### src/design/rccs_regs.svh
/*
  Constants of the reset and clock configuration strap block: register
  offsets, field positions, reset values and timing counts.
  Assumes a 50 MHz hclk and a 32-bit AHB-Lite register bus.
*/
// Function
// Strap low: regulator on, power-good waits threshold
// Internal reset is power-good AND reset pin
// Strap high: regulator off, Hi-Z, power-good high
// Regulator off: reset pin sole reset source
// Regulator level follows voltage-select bit
// Slow parts: software selects lower core voltage
// Clock strap low: oscillator drives system clock
// Clock strap high: external clock drives system
// Clock-source strap never changes while running
// Reset the device after changing any strap
// Sync reset release; capture straps during reset
`ifndef RCCS_REGS_SVH
`define RCCS_REGS_SVH

// Register byte offsets
`define RCCS_REG_CONTROL 12'h000
`define RCCS_REG_STATUS 12'h004
// Control fields
`define RCCS_CTL_VSEL_BIT 0
`define RCCS_CTL_RESET_VAL 32'h00000000
// Status fields
`define RCCS_ST_PGOOD_BIT 0
`define RCCS_ST_RESETN_BIT 1
`define RCCS_ST_REGDIS_BIT 2
`define RCCS_ST_CLKSEL_BIT 3
`define RCCS_ST_VSEL_BIT 4
// Reset release synchroniser depth
`define RCCS_SYNC_STAGES 2
// Power-good filter: 1 us of steady above-threshold level
`define RCCS_PGOOD_FILTER_NS 1000
`define RCCS_CLK_PERIOD_NS 20
`define RCCS_PGOOD_FILTER_CYC \
  ((`RCCS_PGOOD_FILTER_NS + `RCCS_CLK_PERIOD_NS - 1) / `RCCS_CLK_PERIOD_NS)
`define RCCS_CNT_W 8

`endif

### src/design/rccs_pkg.sv
/*
  Types of the reset and clock configuration strap block.
  Assumes the constants header is compiled alongside.
*/
package rccs_pkg;
  typedef enum logic [1:0] {
    RCCS_PG_OFF,
    RCCS_PG_WAIT,
    RCCS_PG_GOOD
  } rccs_pg_state_t;
  typedef enum logic {
    RCCS_CLK_OSC,
    RCCS_CLK_EXT
  } rccs_clk_src_t;
endpackage

### src/design/rccs_sync.sv
/*
  Reset-release synchroniser: asserts at once, releases after a fixed
  number of clock edges.
  Assumes the clock runs while reset is released.
*/
`timescale 1ns/10ps
`include "rccs_regs.svh"
module rccs_sync (
  // Clock and async reset in
  input wire logic clk,
  input wire logic arst_n,
  // Synchronised reset out
  output logic srst_n
);
  logic [`RCCS_SYNC_STAGES-1:0] stage;

  // Only the last stage is read; the first flop feeds only the second stage
  always_ff @(posedge clk or negedge arst_n) begin
    if (!arst_n) begin
      stage <= '0;
    end else begin
      stage <= {stage[`RCCS_SYNC_STAGES-2:0], 1'b1};
    end
  end

  assign srst_n = stage[`RCCS_SYNC_STAGES-1];
endmodule

### src/design/rccs_top.sv
/*
  Reset and clock configuration strap logic: regulator enable strap,
  power-good qualification, internal reset, clock source selection and
  an AHB-Lite slave holding the regulator voltage select.
  Assumes straps are static board ties and the reset pin is synchronous.
*/
`timescale 1ns/10ps
`include "rccs_regs.svh"
module rccs_top (
  // Bus clock and reset
  input wire logic hclk,
  input wire logic hresetn,
  // AHB-Lite slave
  input wire logic hsel,
  input wire logic [11:0] haddr,
  input wire logic [1:0] htrans,
  input wire logic hwrite,
  input wire logic [2:0] hsize,
  input wire logic [31:0] hwdata,
  input wire logic hready,
  output logic [31:0] hrdata,
  output logic hreadyout,
  output logic hresp,
  // Straps and reset pin
  input wire logic core_regulator_disable_strap,
  input wire logic clock_source_strap,
  input wire logic ext_reset_n,
  // Regulator monitor and control
  input wire logic regulator_above_threshold,
  output logic core_regulator_enable,
  output logic core_regulator_output_oe,
  output logic core_voltage_select,
  // Reset and clock selection outputs
  output logic power_good_a,
  output logic device_reset_n,
  output logic sysclk_from_external,
  output logic rtc_from_oscillator
);
  import rccs_pkg::*;

  logic reg_dis;
  rccs_clk_src_t clk_src;
  rccs_pg_state_t pg_state;
  rccs_pg_state_t next_pg_state;
  logic [`RCCS_CNT_W-1:0] pg_cnt;
  logic [`RCCS_CNT_W-1:0] next_pg_cnt;
  logic vsel;
  logic raw_reset_n;
  logic sync_reset_n;
  logic dp_write;
  logic [11:0] dp_addr;

  // Straps are sampled only while internal reset is held
  always_ff @(posedge hclk or negedge hresetn) begin
    if (!hresetn) begin
      reg_dis <= 1'b0;
      clk_src <= RCCS_CLK_OSC;
    end else if (!device_reset_n) begin
      reg_dis <= core_regulator_disable_strap;
      clk_src <= rccs_clk_src_t'(clock_source_strap);
    end
  end

  // Power-good qualifier: threshold must hold for the filter time
  wire pg_cnt_done = (pg_cnt == `RCCS_CNT_W'(`RCCS_PGOOD_FILTER_CYC - 1));
  always_comb begin
    next_pg_state = pg_state;
    next_pg_cnt = pg_cnt;
    case (pg_state)
      RCCS_PG_OFF: begin
        next_pg_cnt = '0;
        if (reg_dis) begin
          next_pg_state = RCCS_PG_GOOD;
        end else begin
          next_pg_state = RCCS_PG_WAIT;
        end
      end
      RCCS_PG_WAIT: begin
        if (reg_dis) begin
          next_pg_state = RCCS_PG_GOOD;
        end else if (!regulator_above_threshold) begin
          next_pg_cnt = '0;
        end else if (pg_cnt_done) begin
          next_pg_state = RCCS_PG_GOOD;
        end else begin
          next_pg_cnt = pg_cnt + `RCCS_CNT_W'(1);
        end
      end
      RCCS_PG_GOOD: begin
        if (!reg_dis && !regulator_above_threshold) begin
          next_pg_state = RCCS_PG_WAIT;
          next_pg_cnt = '0;
        end
      end
      default: begin
        next_pg_state = RCCS_PG_OFF;
      end
    endcase
  end

  always_ff @(posedge hclk or negedge hresetn) begin
    if (!hresetn) begin
      pg_state <= RCCS_PG_OFF;
      pg_cnt <= '0;
    end else begin
      pg_state <= next_pg_state;
      pg_cnt <= next_pg_cnt;
    end
  end

  // Internal reset: AND of power-good and pin, release synchronised
  assign raw_reset_n = hresetn & ext_reset_n & power_good_a;

  rccs_sync u_sync (
    .clk(hclk),
    .arst_n(raw_reset_n),
    .srst_n(sync_reset_n)
  );

  // AHB-Lite slave, zero wait states
  wire ahb_go = hsel & hready & htrans[1];
  wire ctl_hit = (haddr == `RCCS_REG_CONTROL);
  always_ff @(posedge hclk or negedge hresetn) begin
    if (!hresetn) begin
      dp_write <= 1'b0;
      dp_addr <= '0;
    end else begin
      dp_write <= ahb_go & hwrite & ctl_hit;
      dp_addr <= haddr;
    end
  end

  always_ff @(posedge hclk or negedge hresetn) begin
    if (!hresetn) begin
      vsel <= 1'(`RCCS_CTL_RESET_VAL >> `RCCS_CTL_VSEL_BIT);
    end else if (dp_write) begin
      vsel <= hwdata[`RCCS_CTL_VSEL_BIT];
    end
  end

  wire [31:0] status_word = (32'h00000001 & 32'(power_good_a))
    << `RCCS_ST_PGOOD_BIT
    | 32'(device_reset_n) << `RCCS_ST_RESETN_BIT
    | 32'(reg_dis) << `RCCS_ST_REGDIS_BIT
    | 32'(clk_src) << `RCCS_ST_CLKSEL_BIT
    | 32'(vsel) << `RCCS_ST_VSEL_BIT;
  wire [31:0] next_rdata = !(ahb_go & !hwrite) ? 32'h00000000 :
    ctl_hit ? 32'(vsel) << `RCCS_CTL_VSEL_BIT :
    (haddr == `RCCS_REG_STATUS) ? status_word : 32'h00000000;

  // Outputs all registered
  always_ff @(posedge hclk or negedge hresetn) begin
    if (!hresetn) begin
      hrdata <= 32'h00000000;
      hreadyout <= 1'b1;
      hresp <= 1'b0;
      core_regulator_enable <= 1'b0;
      core_regulator_output_oe <= 1'b0;
      core_voltage_select <= 1'b0;
      power_good_a <= 1'b0;
      device_reset_n <= 1'b0;
      sysclk_from_external <= 1'b0;
      rtc_from_oscillator <= 1'b1;
    end else begin
      hrdata <= next_rdata;
      hreadyout <= 1'b1;
      hresp <= 1'b0;
      core_regulator_enable <= !reg_dis;
      core_regulator_output_oe <= !reg_dis;
      core_voltage_select <= vsel;
      power_good_a <= (next_pg_state == RCCS_PG_GOOD);
      device_reset_n <= sync_reset_n;
      sysclk_from_external <= (clk_src == RCCS_CLK_EXT);
      rtc_from_oscillator <= 1'b1;
    end
  end

  // Straps assumed static while running; new levels need a reset
  wire unused_ok = |{hsize, dp_addr};
endmodule

### config.mk
export PLATFORM = sky130hd
export DESIGN_NAME = rccs_top
export DESIGN_NICKNAME = d
export VERILOG_FILES = /design/src/design/rccs_pkg.sv /design/src/design/rccs_sync.sv /design/src/design/rccs_top.sv
export VERILOG_INCLUDE_DIRS = /design/src /design/src/design
export SDC_FILE = /design/constraint.sdc
export NUM_CORES = 1
export LEC_CHECK = 0
export BUFFER_PORTS_ARGS = -buffer_cell sky130_fd_sc_hd__buf_2
export CAP_MARGIN = 5
export CORE_UTILIZATION = 30
export DETAILED_ROUTE_END_ITERATION = 10
export RECOVER_POWER = 100
export SYNTH_ARGS = -nofsm -noshare
export SYNTH_HDL_FRONTEND = slang
export SYNTH_SLANG_ARGS = --single-unit
### constraint.sdc
create_clock -name hclk -period 0.8 [get_ports hclk]
set_clock_uncertainty 0.05 [all_clocks]
set_input_delay 0 -clock hclk [delete_from_list [all_inputs] [get_ports hclk]]
set_output_delay 0 -clock hclk [all_outputs]
set_load 0.01 [all_outputs]
==> results.txt, run 1 <==
The slew at the pin closest to its max-slew limit is roughly 700 ps. After clock tree synthesis, the clock-pin slew on the worst setup and hold paths is around 100 ps. The synthesized area divided by synthesized cell count came out at 10.7 um2. The number of remaining DRC errors is 0. The initial utilization of the core area, before any placement, comes to 31.3%. The signal on the critical path passes through inv_1, ha_1, or4b_4, or3_4, a311oi_4, buf_6, o22a_2.

The post-route core utilization came out at ~46%. The final routed wire length divided by cell count came out at ~11 um. The congestion estimate from routability-driven global placement came to around 0.75.

The post-route minimum period came out at roughly 2000 ps. In this run the deepest clock path goes through 2 buffers. In the final timing run, aggregate negative setup slack is -14070 ps. Setup repair after global routing could not meet its margin everywhere. The filler cells instantiated in the layout total 400. The switching portion of total power is 28.3%. On the worst path, the slowest cell contributes a delay of about 460 ps. On the critical path the largest part of the delay comes from simple AND/OR/NAND/NOR gates. The required time of the critical path is 980 ps. The tightest min-delay check is of the input pin to flop type.

The die width is a little under 70 um. The antenna diode count is 0. The die is 69.4 um tall. The kind of end point of the critical path is a flop. The total count of hold-check failures in the final report came out at 3. The critical path buffer and inverter count came out at 2. The count of H-tree levels built during CTS is 1. The run finished, with violations left. The cell taking the most area after synthesis is sky130_fd_sc_hd__dfrtp_1. The area enclosed by the die boundary is a little under 5000 um2. The max-slew violation count came out at 0. Entering global routing, the biggest net connects 16 pins. The worst setup slack after placement came out at -1250 ps. The routed layout has roughly 1100 vias.

Timing would allow up to about 500 MHz. The portion of total power attributed to sequential cells is between 30% and 40%. The top fanout value on the critical path came out at 8. The layout overhead on the synthesized area came out at 46.6%. Global routing used a little under an eighth of the available tracks across all layers.

The combined area of all synthesized cells came out at 1360 um2. The number of placement rows came out at 24. After the flow finishes, the layout carries non-filler instances totaling roughly 250. The worst-case IR drop observed on VDD is approximately 710 uV. The wire length of the first global-routing pass is about 4600 um. For the worst setup path, the data arrival time is around 2200 ps. Once detailed placement completed, the half-perimeter wirelength came to 1970 um. The detailed-routing iteration count for the pre-antenna-repair pass came out at 3.

The worst hold margin came out at -6.35 ps. The global-route congestion overflow total came out at 0. For this run, the leading register cell type out of synthesis is sky130_fd_sc_hd__dfrtp_1. The number of nets with antenna violations after routing came out at 0.

Yosys printed 0 warnings. The initial antenna violation count is 0. For this run, asynchronously set or reset flops after synthesis account for 100%.

The synthesized netlist contains 37 unique library cells. Among all stages on the critical path, the largest delay is contributed by sky130_fd_sc_hd__or4b_4. The final net count is 262. The number of top-level pins came out at 99. The sink count of the clock tree is 26. The later pin in the worst-skew pair is clocked with a latency of between 200 and 300 ps. The internal portion of the total power is roughly 2.7 mW.

The share of cells above drive strength 1 is between 40 and 50%. STA classifies the critical path startpoint as a flop. Synthesis inferred 26 register bits. The power dissipated by switching net loads is around 1.1 mW. The clock root buffer is sky130_fd_sc_hd__clkbuf_8. Measured in cells, the most critical reg-to-reg path has a length of 7. In this run, the clock network consumes 29.8% of the power.

The number of input and output port buffers inserted came out at 33. After the first detailed-routing iteration, the DRC count stood at 51. The final wirelength is around 2700 um. The max-capacitance violation count came out at 0. The region available for standard cell placement spans roughly 4400 um2.

The worst hold path passes through 3 cells. Clock tree synthesis inserted a total of 3 buffers. For this design the static power due to leakage is just over 1 nW. The least setup slack across all paths after layout is -1200 ps.

The post-cts hold buffer count is 7. The count of flip-flops with a built-in enable after synthesis is 0. The total power per unit cell area is 1880 nW/um2. The via count of the first global-routing pass came out at 1003.

TritonCTS built the clock tree. Of the available clock period, the critical path in the final layout requires 250%. The remaining max-slew budget at the tightest pin is a little over half. The checks that failed: hold timing, setup timing. The top cell type's share of synthesized area came out at roughly 48%. The number of setup violations in the final report came out at 30. The count of cell instances traversed by the critical path came out at 7.

The critical path is of the flop to flop type. Including well taps, the total number of placed cells is 238. The proportion of power drawn by combinational gates came out at 30.6%. The share of synthesized area occupied by flip-flops and latches is between 40% and 50%. The count of mapped cells out of synthesis is 128.

The vias per cell is roughly 4.3. Ranked by total cell area, the synthesized netlist is headed by sky130_fd_sc_hd__dfrtp_1 48%, sky130_fd_sc_hd__buf_4 17%, sky130_fd_sc_hd__nand2_1 2.5%.
==> routing by layer <==
layer / wire length, um / part of all wire (%) / GRT usage [%] / vias up
li1: - / - / - / 524
met1: 1160 / 43 / 14.9 / 505
met2: 1310 / 49 / 19.6 / 45
met3: 135 / 5.1 / 1.45 / 5
met4: 57 / 2.1 / 6.12 / 0
met5: 0 / 0 / 0 / -
==> path summary, 6_finish.rpt <==
path / start / to / slack [ps]
setup reg to reg: pg_cnt[1] / pg_cnt[4] / -1200
max in group asynchronous: hresetn / device_reset_n / 70
min in group asynchronous: hresetn / dp_write / 100
setup / recovery: pg_cnt[1] / pg_cnt[4] / -1200
hold reg to reg: power_good_a / u_sync.stage[1] / 200
hold / removal: hwrite / hrdata[2] / -6
==> synthesized netlist by cell type, drive strengths merged, types with 3 or more instances <==
cell type / number
buf: 31
dfrtp: 26
nand2: 9
nor2: 8
and2: 5
inv: 4
a21o: 3
mux2: 3
o22a: 3
==> flip-flops by register name (all words and copies together), names as in the netlist <==
| signal | count |
|---|---|
| pg_cnt | 8 |
| pg_state | 2 |
| u_sync.stage | 2 |
| dp_write | 1 |
| core_voltage_select | 1 |
| hrdata | 5 |
| power_good_a | 1 |
| clk_src | 1 |
| device_reset_n | 1 |
| core_regulator_output_oe | 1 |
| sysclk_from_external | 1 |
| vsel | 1 |
| reg_dis | 1 |
==> what timing repair did <==
action                     4_1_cts  5_1_grt
gates cloned                     0        0
setup endpoints to repair       31       32
gates resized for setup         15        5
pin swaps                        5        5
setup buffers                    4        0
hold endpoints to repair        31        2
==> worst reg2reg max path, delay by kind of cell, from the launching register on <==
| family | cells | cell delay, ps |
|---|---|---|
| AND/OR/NAND/NOR | 2 | 820 |
| flip-flops | 1 | 390 |
| buffers and inverters | 2 | 220 |
| adder cells (fa/ha/maj) | 1 | 120 |
| AO/OA/AOI/OAI | 2 | 360 |
==> cell usage in the layout (no fill, tap or decap), types with 2 or more instances in the layout <==
master	count
sky130_fd_sc_hd__inv_1	3
sky130_fd_sc_hd__nor3_1	2
sky130_fd_sc_hd__conb_1	31
sky130_fd_sc_hd__dfrtp_1	25
sky130_fd_sc_hd__a31oi_4	2
sky130_fd_sc_hd__buf_4	21
sky130_fd_sc_hd__nor2_1	8
sky130_fd_sc_hd__clkbuf_8	3
sky130_fd_sc_hd__clkbuf_4	2
sky130_fd_sc_hd__ha_1	2
sky130_fd_sc_hd__a21o_2	2
sky130_fd_sc_hd__buf_6	13
sky130_fd_sc_hd__buf_2	28
sky130_fd_sc_hd__dlygate4sd3_1	7
sky130_fd_sc_hd__nand4_1	2
sky130_fd_sc_hd__nand2_1	9
sky130_fd_sc_hd__o22a_2	3
sky130_fd_sc_hd__o2bb2ai_1	2
sky130_fd_sc_hd__nand3_1	2
sky130_fd_sc_hd__mux2_4	2
sky130_fd_sc_hd__and2_1	5
==> power groups by stage <==
| stage | combinational, mW | clock, mW | sequential (mW) |
|---|---|---|---|
| global route | 1.24 | 1.19 | 1.50 |
| detailed placement | 0.933 | 0 | 1.51 |
| finish | 1.15 | 1.12 | 1.48 |
| CTS | 1.06 | 1.12 | 1.49 |
| floorplan | 0.574 | 0 | 1.53 |
| global placement | 0.936 | 0 | 1.51 |
==> cell type report <==
class / count / area (um2) / area share (%)
multi-input combinational: 95 / 663 / 33.2
sequential: 26 / 652 / 32.6
timing repair buffer: 72 / 533 / 26.7
tap: 52 / 65.1 / 3.25
clock buffer: 3 / 41.3 / 2.07
clock inverter: 1 / 30.0 / 1.50
inverter: 4 / 15.0 / 0.751
==> per-stage QoR <==
step / instance area, um2 / total power [mW] / hold WS, ps
final: 2000 / 3.75 / -6.35
after CTS: 1960 / 3.67 / -14.1
after global placement: 1720 / 2.44 / -214
after detailed placement: 1720 / 2.44 / -209
after floorplan: 1520 / 2.10 / -346
after global routing: 2000 / 3.93 / -4.87
==> logic make-up after synthesis <==
group / after synthesis / share of synthesized area (%)
other cells: 2 / 0.551
buf+inv: 36 / 18.4
simple gates: 39 / 15.7
xor+xnor: 1 / 0.642
flops: 26 / 47.7
compound gates: 18 / 11.9
mux: 4 / 3.21
fa+ha+maj: 2 / 1.83
No activity file was read; power rests on OpenSTA's default activity.
==> run 2, diff against run 1 <==
Settings changed: CELL_PAD_IN_SITES_DETAIL_PLACEMENT set to 0, CELL_PAD_IN_SITES_GLOBAL_PLACEMENT set to 1, CORE_UTILIZATION 30 to 25, PLACE_DENSITY_LB_ADDON set to 0.1.
==> run 2 against run 1 <==
The flow finishes with violations (setup timing). Total power is 3.5% higher. Non-clock buffer count grew 3. Count of clock-buffer cells in the layout unchanged. First-iteration DRC count down 16%. Sequential power about the same. Fmax shrank 0.75%. Sequential share of layout area fell by 1.3 points. Critical path depth unchanged. Via count up 1.6%. Global-route usage grew 0.36 points. Hold slack better by 13 ps. Die area grew 19%.
==> results.txt, run 2 (synthesis gave the netlist of run 1 again) <==
The run finished, with violations left. The checks that failed: setup timing. The max-slew violation count was 0 (unchanged). The worst endpoint data arrival time is 2190 ps (about the same). The clock latency reported for the late side of the worst-skew pair is 270 ps (about the same). The cell count after placement came out at 258 (+8.4%).

The global-route congestion overflow total came to 0 (unchanged). The count of H-tree levels built during CTS is 1 (unchanged). The least setup slack across all paths after layout is -1220 ps (-15.1 ps).

The violation count after the first detailed-routing iteration is 43 (-16%). The sink count of the clock tree is 26 (unchanged). The worst setup slack after placement came out at -1270 ps (-21.1 ps). The path class of the tightest hold or removal check is input pin to flop. The antenna diode count was 0 (unchanged).

The die outline height came out at 75.9 um (+9.3%). The tree is rooted in a sky130_fd_sc_hd__clkbuf_8. The required time of the critical path came to 970 ps (about the same). The final standard cell area without fillers came to 2080 um2 (+4.0%). The maximum count of clock buffers along a single path is 2 (unchanged). The number of input and output port buffers inserted is 33 (unchanged). The largest net degree at the start of global routing came to 16 (unchanged). The number of remaining DRC errors came out at 0 (unchanged).

The effective utilization at floorplan is 26.4% (-5.0 points). The max-capacitance violation count came out at 0 (unchanged). The total count of hold-check failures in the final report came to 0 (-3). The worst setup path is captured at a flop. The post-place instance area is 1770 um2 (+2.9%). The number of flip-flops in the largest register is 8 (unchanged).

The top fanout value on the critical path came out at 8 (unchanged). The total power is 3.88 mW (+3.5%). The area enclosed by the die boundary came out at 5750 um2 (+19%). The initial antenna violation count is 0 (unchanged). The clock slew seen by the registers of the worst setup and hold paths is 100 ps (about the same). The vias per cell came out at 4.00 (-6.2%). The die width was 75.9 um (+9.3%). The number of setup violations in the final report is 30 (unchanged). The combined global-route utilization of all metal layers came out at 12.1% (+0.36 points). The final routed wire length divided by cell count came out at 11.3 um (+7.7%). The highest cell delay on the worst timing path is 450 ps (about the same). Walking the worst path, the cells encountered are inv_1, ha_1, or4b_4, or3_4, a311oi_4, buf_6, o22a_2. The maximum vdd drop is 978 uV (+38%). The number of CTS-inserted buffers is 3 (unchanged). The share of cells above drive strength 1 was 46.1% (+1.8 points).

The total power per unit cell area came out at 1870 nW/um2 (-0.47%). The number of nets with antenna violations after routing came out at 0 (unchanged). The number of vias in the routed layout is 1096 (+1.6%).

The largest individual stage delay along the critical path comes from the cell sky130_fd_sc_hd__or4b_4. Ranked by flip-flop count, first place goes to pg_cnt. The remaining max-slew budget at the tightest pin is 66.2% (+12 points). The final net count is 265 (+1.1%). The number of placement rows is 26 (+8.3%). The final instance count without filler cells is 274 (+8.3%). The final HPWL from detailed placement came to 2260 um (+15%).

The library cells used most frequently in the layout, excluding fill and tap cells, are 31 x sky130_fd_sc_hd__conb_1, 25 x sky130_fd_sc_hd__dfrtp_1, 25 x sky130_fd_sc_hd__buf_4. The final cycle utilization of the critical path was 252% (+1.9 points). The area growth from synthesis to layout is 52.5%. The final wirelength is 3110 um (+17%).

The fmax came out at 496 MHz (-0.75%). The wire length of the first global-routing pass came to 5160 um (+13%). TritonCTS built the clock tree. The final weighted congestion in routability-driven placement is 0.803 (+7.2%). The slew at the pin closest to its max-slew limit came out at 503 ps (-177 ps). The detailed-routing iteration count for the pre-antenna-repair pass was 3 (unchanged). The number of top-level pins came to 99 (unchanged). The worst setup path is launched from a flop. The cell leakage power is 1.04 nW (+2.7%).

In the final layout, the registers with the most flip-flops are pg_cnt: 8 flops, hrdata: 5 flops. The final sum of negative setup slack was -14170 ps (-96.1 ps). Setup repair after global routing could not meet its margin everywhere.

The critical path is of the flop to flop type. The post-route minimum period is 2020 ps (+15.1 ps). The leading cell type in the layout, fill and taps excluded is sky130_fd_sc_hd__conb_1.

The core footprint came out at 5170 um2 (+19%). The via count of the first global-routing pass is 1125 (+12%).
run 2: changes by cell type in the layout (fill, tap and decap cells not counted), moves of 2 or more:
cell | before | now
sky130_fd_sc_hd__buf_2 | 28 | 24
sky130_fd_sc_hd__and2_1 | 5 | 3
sky130_fd_sc_hd__and2_4 | 0 | 2
sky130_fd_sc_hd__buf_6 | 13 | 17
sky130_fd_sc_hd__buf_4 | 21 | 25
run 2: where the power goes:
part	internal (mW)	switching [mW]	leakage [nW]	total, mW
sequential	1.42	0.0770	0.341	1.49
combinational	0.702	0.588	0.660	1.29
clock	0.669	0.432	0.0357	1.10
run 2: layer usage:
metal / part of all wire, % / global-route usage [%] / vias to the layer above
li1: - / - / 531
met1: 41 / 14.1 / 520
met2: 54 / 22.6 / 41
met5: 0 / 0 / -
met3: 3.2 / 0.661 / 4
met4: 1.7 / 5.97 / 0
run 2: area by class of cell:
cell class,instances,area [um2]
fillers,511,3090
clock inverters,1,30.0
flip-flops and latches,26,652
repair buffers,75,582
inverters,4,15.0
well taps,70,87.6
multi-input cells,95,672
clock buffers,3,41.3
run 2: worst max-delay path: cells and delay by family, from the launching register on:
family | cells | cell delay (ps)
AND/OR/NAND/NOR | 2 | 810
flip-flops | 1 | 390
AO/OA/AOI/OAI | 2 | 360
buffers and inverters | 2 | 230
adder cells (fa/ha/maj) | 1 | 120
run 2: path summary, 6_finish.rpt:
kind,from,to,slack [ps],cells past startpoint
setup / recovery,pg_cnt[1],pg_cnt[2],-1220,7
hold / removal,hwrite,hrdata[4],7,3
setup reg to reg,pg_cnt[1],pg_cnt[2],-1220,7
hold reg to reg,power_good_a,u_sync.stage[1],290,2
max in group asynchronous,hresetn,device_reset_n,90,3
min in group asynchronous,hresetn,pg_cnt[1],90,2
run 2: stage by stage:
| stage | util (%) | hold WS [ps] |
|---|---|---|
| floorplan | - | -346 |
| global placement | 34.3 | -151 |
| detailed placement | 34.3 | -143 |
| CTS | 39.7 | 20.6 |
| global route | 40.2 | -2.59 |
| finish | 40.2 | 6.92 |
run 2: what timing repair did:
item / 4_1_cts / 5_1_grt
setup buffers: 5 / 3
endpoints found under the setup margin: 30 / 31
hold buffers: 7 / 1
pin swaps: 6 / 5
cloned: 0 / 0
gates resized for setup: 21 / 8
hold endpoints to repair: 32 / 2
